[src/iopc_pkg.sv]
// iopc_pkg: shared constants of the per-pin io controller
// assumes a 32-bit classic wishbone slave and eight pins
package iopc_pkg;
    localparam int          PINS       = 8;
    localparam int          FUNCS      = 8;
    localparam int          ALT_FUNCS  = 7;
    localparam int          FSEL_W     = 3;
    localparam int          DS_W       = 3;
    localparam int          MODE_W     = 2;

    // register word offsets (byte address bits 7:2)
    localparam logic [5:0]  OFS_MODE   = 6'h00;
    localparam logic [5:0]  OFS_PULL   = 6'h01;
    localparam logic [5:0]  OFS_DRIVE  = 6'h02;
    localparam logic [5:0]  OFS_FUNC   = 6'h03;
    localparam logic [5:0]  OFS_DEB    = 6'h04;
    localparam logic [5:0]  OFS_DOUT   = 6'h05;
    localparam logic [5:0]  OFS_DIN    = 6'h06;
    localparam logic [5:0]  OFS_ITYPE  = 6'h07;
    localparam logic [5:0]  OFS_IEN    = 6'h08;
    localparam logic [5:0]  OFS_IFLAG  = 6'h09;

    // field positions inside PULL and ITYPE
    localparam int          PU_LSB     = 0;
    localparam int          PD_LSB     = 8;
    localparam int          LVL_LSB    = 0;
    localparam int          RISE_LSB   = 8;
    localparam int          FALL_LSB   = 16;

    // values after reset
    localparam logic [31:0] RST_WORD   = 32'h0000_0000;
    localparam logic [7:0]  RST_BYTE   = 8'h00;

    // pins that may be routed to a converter channel
    localparam logic [7:0]  ANALOG_CAPABLE = 8'hF0;

    // debounce: stable samples needed before a new level passes
    localparam logic [3:0]  DEB_SAMPLES = 4'h8;

    typedef enum logic [1:0] {
        IOPC_MODE_INPUT,
        IOPC_MODE_PUSH_PULL,
        IOPC_MODE_OPEN_DRAIN,
        IOPC_MODE_ANALOG
    } iopc_mode_t;
endpackage

[src/iopc_debounce.sv]
// iopc_debounce: per-pin noise filter on an already synchronised level
// assumes the input is in the mclk_in domain
`timescale 1ns/100ps
module iopc_debounce (
    input  wire logic mclk_in,
    input  wire logic rst_n_in,
    input  wire logic enable_in,
    input  wire logic level_in,
    output logic      level_out
);
    logic [3:0] count;
    wire        differs  = level_in != level_out;
    wire        settled  = count == iopc_pkg::DEB_SAMPLES - 4'h1;

    always_ff @(posedge mclk_in or negedge rst_n_in) begin
        if (!rst_n_in) begin
            count     <= 4'h0;
            level_out <= 1'b0;
        end else if (!enable_in) begin
            count     <= 4'h0;
            level_out <= level_in;
        end else if (!differs) begin
            count     <= 4'h0;
        end else if (settled) begin
            count     <= 4'h0;
            level_out <= level_in;
        end else begin
            count     <= count + 4'h1;
        end
    end
endmodule

[src/iopc_top.sv]
// iopc_top: eight-pin io controller with function selector and pin interrupts
// assumes a classic wishbone master, pads outside resolve pad_out/pad_oe
`timescale 1ns/100ps

// Notes on behaviour
// - each pin is push-pull output, open-drain output or high-impedance input
// - each pin has its own weak pull-up and pull-down enable
// - each pin has a debounce filter, enabled per pin
// - each pin interrupts on level or on edge, chosen per pin
// - edge mode detects rising, falling or both edges
// - each pin has its own interrupt enable and interrupt flag
// - drive strength is programmable per pin in steps
// - per-pin selector picks one of eight functions, function zero is gpio
// - analog setting bypasses the selector; no digital function drives it, only the pin interrupt still samples it
// - only some pins accept the analog setting
module iopc_top (
    input  wire logic                                        mclk_in,
    input  wire logic                                        rst_n_in,
    input  wire logic                                        wb_cyc_in,
    input  wire logic                                        wb_stb_in,
    input  wire logic                                        wb_we_in,
    input  wire logic [7:0]                                  wb_adr_in,
    input  wire logic [3:0]                                  wb_sel_in,
    input  wire logic [31:0]                                 wb_dat_in,
    output logic      [31:0]                                 wb_dat_out,
    output logic                                             wb_ack_out,
    output logic                                             irq_out,
    input  wire logic [iopc_pkg::PINS-1:0][iopc_pkg::ALT_FUNCS-1:0] alt_out_in,
    input  wire logic [iopc_pkg::PINS-1:0][iopc_pkg::ALT_FUNCS-1:0] alt_oe_in,
    output logic      [iopc_pkg::PINS-1:0][iopc_pkg::ALT_FUNCS-1:0] alt_in_out,
    input  wire logic [iopc_pkg::PINS-1:0]                   pad_in,
    output logic      [iopc_pkg::PINS-1:0]                   pad_out,
    output logic      [iopc_pkg::PINS-1:0]                   pad_oe_out,
    output logic      [iopc_pkg::PINS-1:0]                   pad_pull_up_out,
    output logic      [iopc_pkg::PINS-1:0]                   pad_pull_down_out,
    output logic      [iopc_pkg::PINS-1:0][iopc_pkg::DS_W-1:0] pad_drive_out,
    output logic      [iopc_pkg::PINS-1:0]                   analog_en_out
);
    localparam int P = iopc_pkg::PINS;

    // byte-lane merge used by every writable register
    function automatic logic [31:0] merge_lanes(input logic [31:0] old_v, input logic [31:0] new_v,
                                                input logic [3:0] sel);
        logic [31:0] r;
        r = old_v;
        for (int b = 0; b < 4; b++) begin
            if (sel[b]) begin
                r[b*8 +: 8] = new_v[b*8 +: 8];
            end
        end
        return r;
    endfunction

    // software-visible registers
    logic [31:0]  mode_reg;
    logic [31:0]  pull_reg;
    logic [31:0]  drive_reg;
    logic [31:0]  func_reg;
    logic [31:0]  deb_reg;
    logic [31:0]  dout_reg;
    logic [31:0]  itype_reg;
    logic [31:0]  ien_reg;
    logic [P-1:0] iflag;

    // input path
    logic [P-1:0] sync1;
    logic [P-1:0] sync2;
    logic [P-1:0] sync3;
    logic [P-1:0] pin_level;
    logic [P-1:0] filt;
    logic [P-1:0] filt_prev;
    logic [P-1:0] din_view;

    // bus decode
    wire          bus_req    = wb_cyc_in && wb_stb_in && !wb_ack_out;
    wire          bus_wr     = bus_req && wb_we_in;
    wire [5:0]    word       = wb_adr_in[7:2];
    wire          wr_mode    = bus_wr && word == iopc_pkg::OFS_MODE;
    wire          wr_pull    = bus_wr && word == iopc_pkg::OFS_PULL;
    wire          wr_drive   = bus_wr && word == iopc_pkg::OFS_DRIVE;
    wire          wr_func    = bus_wr && word == iopc_pkg::OFS_FUNC;
    wire          wr_deb     = bus_wr && word == iopc_pkg::OFS_DEB;
    wire          wr_dout    = bus_wr && word == iopc_pkg::OFS_DOUT;
    wire          wr_itype   = bus_wr && word == iopc_pkg::OFS_ITYPE;
    wire          wr_ien     = bus_wr && word == iopc_pkg::OFS_IEN;
    wire          wr_iflag   = bus_wr && word == iopc_pkg::OFS_IFLAG;
    wire [31:0]   wr_masked  = merge_lanes(32'h0000_0000, wb_dat_in, wb_sel_in);

    logic [31:0]  next_rdata;
    always_comb begin
        case (word)
            iopc_pkg::OFS_MODE:  next_rdata = {16'h0000, mode_reg[15:0]};
            iopc_pkg::OFS_PULL:  next_rdata = {16'h0000, pull_reg[15:0]};
            iopc_pkg::OFS_DRIVE: next_rdata = {8'h00, drive_reg[23:0]};
            iopc_pkg::OFS_FUNC:  next_rdata = {8'h00, func_reg[23:0]};
            iopc_pkg::OFS_DEB:   next_rdata = {24'h000000, deb_reg[7:0]};
            iopc_pkg::OFS_DOUT:  next_rdata = {24'h000000, dout_reg[7:0]};
            iopc_pkg::OFS_DIN:   next_rdata = {24'h000000, din_view};
            iopc_pkg::OFS_ITYPE: next_rdata = {8'h00, itype_reg[23:0]};
            iopc_pkg::OFS_IEN:   next_rdata = {24'h000000, ien_reg[7:0]};
            iopc_pkg::OFS_IFLAG: next_rdata = {24'h000000, iflag};
            default:             next_rdata = 32'h0000_0000;
        endcase
    end

    // per-pin decoded settings
    logic [P-1:0] is_analog;
    logic [P-1:0] edge_hit;
    logic [P-1:0] evt;
    logic [P-1:0] next_pad_out;
    logic [P-1:0] next_pad_oe;
    logic [P-1:0] next_pu;
    logic [P-1:0] next_pd;
    logic [P-1:0][iopc_pkg::ALT_FUNCS-1:0] next_alt_in;

    genvar g;
    generate
        for (g = 0; g < P; g++) begin : g_pin
            wire [1:0]                  mode_f = mode_reg[g*2 +: 2];
            wire [iopc_pkg::FSEL_W-1:0] fsel   = func_reg[g*3 +: 3];
            wire                        analog = mode_f == iopc_pkg::IOPC_MODE_ANALOG
                                                 && iopc_pkg::ANALOG_CAPABLE[g];
            wire                        gpio   = fsel == 3'h0;
            wire                        dsel   = gpio ? dout_reg[g] : alt_out_in[g][fsel - 3'h1];
            wire                        oreq   = gpio ? 1'b1 : alt_oe_in[g][fsel - 3'h1];
            wire                        rise   = filt[g] && !filt_prev[g];
            wire                        fall   = !filt[g] && filt_prev[g];

            assign is_analog[g] = analog;
            assign din_view[g]  = analog ? 1'b0 : filt[g];
            assign edge_hit[g]  = (rise && itype_reg[iopc_pkg::RISE_LSB + g])
                                  || (fall && itype_reg[iopc_pkg::FALL_LSB + g]);
            assign evt[g]       = itype_reg[iopc_pkg::LVL_LSB + g] ? filt[g] : edge_hit[g];

            // push-pull drives both levels, open-drain only pulls low
            assign next_pad_out[g] = (mode_f == iopc_pkg::IOPC_MODE_PUSH_PULL) && dsel;
            assign next_pad_oe[g]  = analog ? 1'b0 :
                                     (mode_f == iopc_pkg::IOPC_MODE_PUSH_PULL)  ? oreq :
                                     (mode_f == iopc_pkg::IOPC_MODE_OPEN_DRAIN) ? (oreq && !dsel) :
                                     1'b0;
            assign next_pu[g] = !analog && pull_reg[iopc_pkg::PU_LSB + g];
            assign next_pd[g] = !analog && pull_reg[iopc_pkg::PD_LSB + g];

            for (genvar f = 0; f < iopc_pkg::ALT_FUNCS; f++) begin : g_fn
                // a peripheral sees the pin only while it owns it
                assign next_alt_in[g][f] = !analog && fsel == 3'(f + 1) && filt[g];
            end

            iopc_debounce u_deb (
                .mclk_in   (mclk_in),
                .rst_n_in  (rst_n_in),
                .enable_in (deb_reg[g]),
                .level_in  (pin_level[g]),
                .level_out (filt[g])
            );
        end
    endgenerate

    // three-stage pin synchroniser; a change counts once stages two and three agree
    always_ff @(posedge mclk_in or negedge rst_n_in) begin
        if (!rst_n_in) begin
            sync1     <= iopc_pkg::RST_BYTE;
            sync2     <= iopc_pkg::RST_BYTE;
            sync3     <= iopc_pkg::RST_BYTE;
            pin_level <= iopc_pkg::RST_BYTE;
            filt_prev <= iopc_pkg::RST_BYTE;
        end else begin
            sync1     <= pad_in;
            sync2     <= sync1;
            sync3     <= sync2;
            pin_level <= (sync2 & sync3) | (pin_level & (sync2 ^ sync3));
            filt_prev <= filt;
        end
    end

    // register writes
    always_ff @(posedge mclk_in or negedge rst_n_in) begin
        if (!rst_n_in) begin
            mode_reg  <= iopc_pkg::RST_WORD;
            pull_reg  <= iopc_pkg::RST_WORD;
            drive_reg <= iopc_pkg::RST_WORD;
            func_reg  <= iopc_pkg::RST_WORD;
            deb_reg   <= iopc_pkg::RST_WORD;
            dout_reg  <= iopc_pkg::RST_WORD;
            itype_reg <= iopc_pkg::RST_WORD;
            ien_reg   <= iopc_pkg::RST_WORD;
        end else begin
            if (wr_mode)  mode_reg  <= merge_lanes(mode_reg, wb_dat_in, wb_sel_in);
            if (wr_pull)  pull_reg  <= merge_lanes(pull_reg, wb_dat_in, wb_sel_in);
            if (wr_drive) drive_reg <= merge_lanes(drive_reg, wb_dat_in, wb_sel_in);
            if (wr_func)  func_reg  <= merge_lanes(func_reg, wb_dat_in, wb_sel_in);
            if (wr_deb)   deb_reg   <= merge_lanes(deb_reg, wb_dat_in, wb_sel_in);
            if (wr_dout)  dout_reg  <= merge_lanes(dout_reg, wb_dat_in, wb_sel_in);
            if (wr_itype) itype_reg <= merge_lanes(itype_reg, wb_dat_in, wb_sel_in);
            if (wr_ien)   ien_reg   <= merge_lanes(ien_reg, wb_dat_in, wb_sel_in);
        end
    end

    // sticky flags: an event in the clearing cycle keeps the flag set
    wire [P-1:0] flag_clr   = wr_iflag ? wr_masked[P-1:0] : iopc_pkg::RST_BYTE;
    wire [P-1:0] next_iflag = (iflag & ~flag_clr) | evt;

    // bus answer and registered pad side
    always_ff @(posedge mclk_in or negedge rst_n_in) begin
        if (!rst_n_in) begin
            iflag             <= iopc_pkg::RST_BYTE;
            wb_ack_out        <= 1'b0;
            wb_dat_out        <= iopc_pkg::RST_WORD;
            irq_out           <= 1'b0;
            pad_out           <= iopc_pkg::RST_BYTE;
            pad_oe_out        <= iopc_pkg::RST_BYTE;
            pad_pull_up_out   <= iopc_pkg::RST_BYTE;
            pad_pull_down_out <= iopc_pkg::RST_BYTE;
            pad_drive_out     <= '0;
            analog_en_out     <= iopc_pkg::RST_BYTE;
            alt_in_out        <= '0;
        end else begin
            iflag             <= next_iflag;
            wb_ack_out        <= bus_req;
            wb_dat_out        <= bus_req ? next_rdata : iopc_pkg::RST_WORD;
            irq_out           <= |(next_iflag & ien_reg[P-1:0]);
            pad_out           <= next_pad_out;
            pad_oe_out        <= next_pad_oe;
            pad_pull_up_out   <= next_pu;
            pad_pull_down_out <= next_pd;
            pad_drive_out     <= drive_reg[P*iopc_pkg::DS_W-1:0];
            analog_en_out     <= is_analog;
            alt_in_out        <= next_alt_in;
        end
    end
endmodule

[config.mk]
export PLATFORM = sky130hd
export DESIGN_NAME = iopc_top
export DESIGN_NICKNAME = d
export VERILOG_FILES = /design/src/iopc_pkg.sv /design/src/iopc_debounce.sv /design/src/iopc_top.sv
export SDC_FILE = /design/constraint.sdc
export NUM_CORES = 1
export LEC_CHECK = 0
export ABC_CLOCK_PERIOD_IN_PS = 6900
export BUFFER_PORTS_ARGS = -buffer_cell sky130_fd_sc_hd__buf_4
export CAP_MARGIN = 5
export CORE_MARGIN = 3
export CORE_UTILIZATION = 35
export DETAILED_ROUTE_END_ITERATION = 10
export GPL_TIMING_DRIVEN = 0
export PLACE_DENSITY_LB_ADDON = 0.1
export SLEW_MARGIN = 20
export SYNTH_ARGS = -nofsm -noshare
export SYNTH_HDL_FRONTEND = slang
export SYNTH_HIERARCHICAL = 1
export SYNTH_SLANG_ARGS = --single-unit
[constraint.sdc]
create_clock -name mclk_in -period 6.9 [get_ports mclk_in]
set_input_delay 0.345 -clock mclk_in [delete_from_list [all_inputs] [get_ports mclk_in]]
set_output_delay 0.345 -clock mclk_in [all_outputs]
set_load 0.05 [all_outputs]
==> run summary <==
Outcome = completed
Syn. warnings = 6
# IOs = 323
Largest cells by area after synthesis = dfrtp_1 (58%), mux2_2 (9.9%), ha_1 (4.5%), mux4_2 (2.5%), and3_1 (2.0%)
Lkg Pwr = 10.13 nW
Worst-path clk slew = 60 ps
Via-to-Cell Ratio = 4.970
Crit path DAT = 3430 ps
# rows = 76
Starting Density = 0.3566
DR vias = 10880
Hold/Removal Path Class = in -> reg
GRT overflow = 0
VDD IR-drop max = 0.0001518 V
PD cells = 241.6 mW/mm2
EDFF count, synth = 0
Unrepaired setup endpoints after global routing = false
Clock latency on the worst-skew pair = 550 ps
Core area = 0.04336 mm2
Detailed placement HPWL = 33260 um
WL/cell = 20.63 um
Setup TNS = 0 ps
Async SR Flop Fraction = 1.000
CP cell instances = inv_1 > ha_1 > clkbuf_1 > mux4_2 > or3_1 > a21oi_1 > a211oi_1 > or3b_1 > a22oi_1
# resized after CTS = 0
CTS Sinks = 358
Die area = 0.04674 mm2
Kind of critical path = reg -> reg
Initial DRC Count = 782
Number of routed nets with antenna violations = 0
CTS root buf = clkbuf_16
Main synth FF type = dfrtp_1
Max-Cap Viols = 0
Worst Max-Slew Pin Slew = 1055 ps
Number of global-route vias before repair = 11270
Die Ht = 216.2 um
Fin crit share = 0.4328
Area leader, netlist = dfrtp_1
Worst clock skew = 12.39 ps
Final Hold Vio Count = 0
Register bit count reported by yosys = 358
Worst Hold Launch = wb_dat_in[20]
Worst path top cell family by delay = simple AND/OR/NAND/NOR gates
Max Transition Viols Final = 0
CP Launch Type = flop
Final setup viols = 0
Crit path buffers/inverters = 2
CP Max Fanout = 8
Clock tree buffer depth = 3
Biggest register = alt_in_out
Post-Route WL = 45160 um
Top cell type's share of synthesized area = 0.5793
Largest net degree at the start of global routing = 97
Layout cell share with drive strength beyond 1 = 0.3471
Max reg flops = 56
Final Util = 0.4640
Total track usage = 0.1923
# DRC = 0
Post-synth cell types = 57
Internal reg-to-reg setup slack = 3910 ps
Port bufs = 299
Fin crit period = 2986 ps
Post-Synthesis Cells = 1203
Nets = 1797
Worst Setup End Kind = flop
Sequential fraction of the synthesis area = 0.5793
CTS H-tree lvls = 2
Syn-to-layout area delta = 30.10%
Antenna violations before repair = 4
Reg-to-reg critical path endpoint = pad_oe_out[2]
CTS tree = done
Largest registers = alt_in_out: 56 flops, g_pin.u_deb/count: 32 flops
Avg Inst Size Synth = 12.86 um2
TritonRoute pass-1 iters = 6
Max transition margin = 0.2942
Hold path endpoint = itype_reg[20]
Critical-path top delay cell = dfrtp_1
CTS Buf Count = 42
WHS Path Cells = 2
CP peak stage delay = 620 ps
DIE WIDTH = 216.2 um
R2R depth = 9
Syn Std Cell Area = 0.01546 mm2
RR Startpoint = func_reg[6]
Critical Path RT = 7340 ps
Fmax achieved = 334.9 MHz
First-pass GRT wire length = 68810 um
RePlAce Congestion = 0.8200
through the flow:
step                std cells  instance area (um2)  hold WS, ps  total power (W)  worst slack, ps
floorplan                1214                15510        49.41         0.002448             4401
global placement         2098                18480        334.3         0.002651             1966
detailed placement       2104                18620        227.2         0.002667             3668
CTS                      2187                20110        11.82         0.004934             3846
global route             2188                20120        33.50         0.005060             3687
finish                   2189                20120        45.62         0.004861             3914
layout by cell type, fill, tap and decap left out, types with 26 or more instances in the layout:
| master | count |
|---|---|
| ha_1 | 56 |
| nand2_1 | 77 |
| xor2_1 | 26 |
| nor2_1 | 65 |
| and2_1 | 31 |
| and3_1 | 50 |
| mux2_2 | 136 |
| buf_4 | 311 |
| dfrtp_1 | 358 |
| inv_1 | 31 |
| mux2i_1 | 27 |
| clkbuf_1 | 37 |
| clkbuf_16 | 45 |
| a21oi_1 | 31 |
cell usage after synthesis, drive strengths merged (4+ instances only):
master and count:
buf 22, o22ai 4, a21o 11, o31ai 5, and2 31, nand3 14
a31oi 13, ha 56, a22o 5, inv 31, nand3b 14, nor3 9
a21oi 31, dfrtp 358, nand2b 12, mux2 144, o311ai 5, o211ai 17
and3 50, nor2b 17, a22oi 15, xor2 26, nand2 77, nor2 68
mux4 17, clkbuf 27, and3b 5, a221oi 13, a222oi 21, mux2i 27
o21ai 31
how the worst max path moves through the flow:
stage,to,cells past startpoint,slack (ps),startpoint
after global placement,func_reg[23],1,1970,rst_n_in
after CTS,pad_oe_out[2],9,3850,func_reg[6]
after detailed placement,wb_dat_out[4],7,3670,wb_adr_in[2]
final,pad_oe_out[2],9,3910,func_reg[6]
after floorplan,pad_oe_out[2],9,4400,func_reg[6]
after global routing,pad_oe_out[3],9,3690,func_reg[9]
where the power goes:
part / leakage [nW] / switching [W] / total (W) / internal [W]
Clock: 0.687 / 0.000859 / 0.00223 / 0.00137
Sequential: 4.87 / 0.0000559 / 0.00222 / 0.00217
Combinational: 4.57 / 0.000230 / 0.000406 / 0.000176
Total: 10.1 / 0.00115 / 0.00486 / 0.00372
layer usage:
| metal | global-route usage | share of wire | vias up |
|---|---|---|---|
| met3 | 0.03127 | 0.051 | 75 |
| met5 | 0 | 0.00038 | - |
| met2 | 0.3077 | 0.47 | 277 |
| met4 | 0.07069 | 0.030 | 2 |
| li1 | - | - | 5066 |
| met1 | 0.2651 | 0.45 | 5459 |
cells by family after synthesis:
kind of cell	after synthesis	synth area share
fa+ha+maj	56	0.04531
xor+xnor	26	0.01473
other cells	1	0.0002425
flops	358	0.5793
simple gates	312	0.1076
buf+inv	80	0.02290
mux	188	0.1471
compound gates	182	0.08285
worst reg2reg max path, stage by stage (launching register included):
cell      delay [ps]
dfrtp_1          620
inv_1            230
ha_1             330
clkbuf_1         260
mux4_2           360
or3_1            310
a21oi_1          150
a211oi_1          70
or3b_1           380
a22oi_1          170
area by class of cell:
type | instances | area [um2]
clock buffer | 62 | 1260
multi-input combinational | 776 | 6205
tap | 585 | 732.0
inverter | 31 | 116.4
sequential | 358 | 8959
buffer | 49 | 237.7
clock inverter | 12 | 140.1
fill | 4094 | 23240
timing repair buffer | 314 | 2465
antenna | 2 | 5.005
what timing repair did:
action                                 4_1_cts  5_1_grt
endpoints found under the hold margin       37        0
hold buffers                                 9        0
setup endpoints to repair                    0        0
buffers inserted                             0        0
No activity file was read; power rests on OpenSTA's default activity.
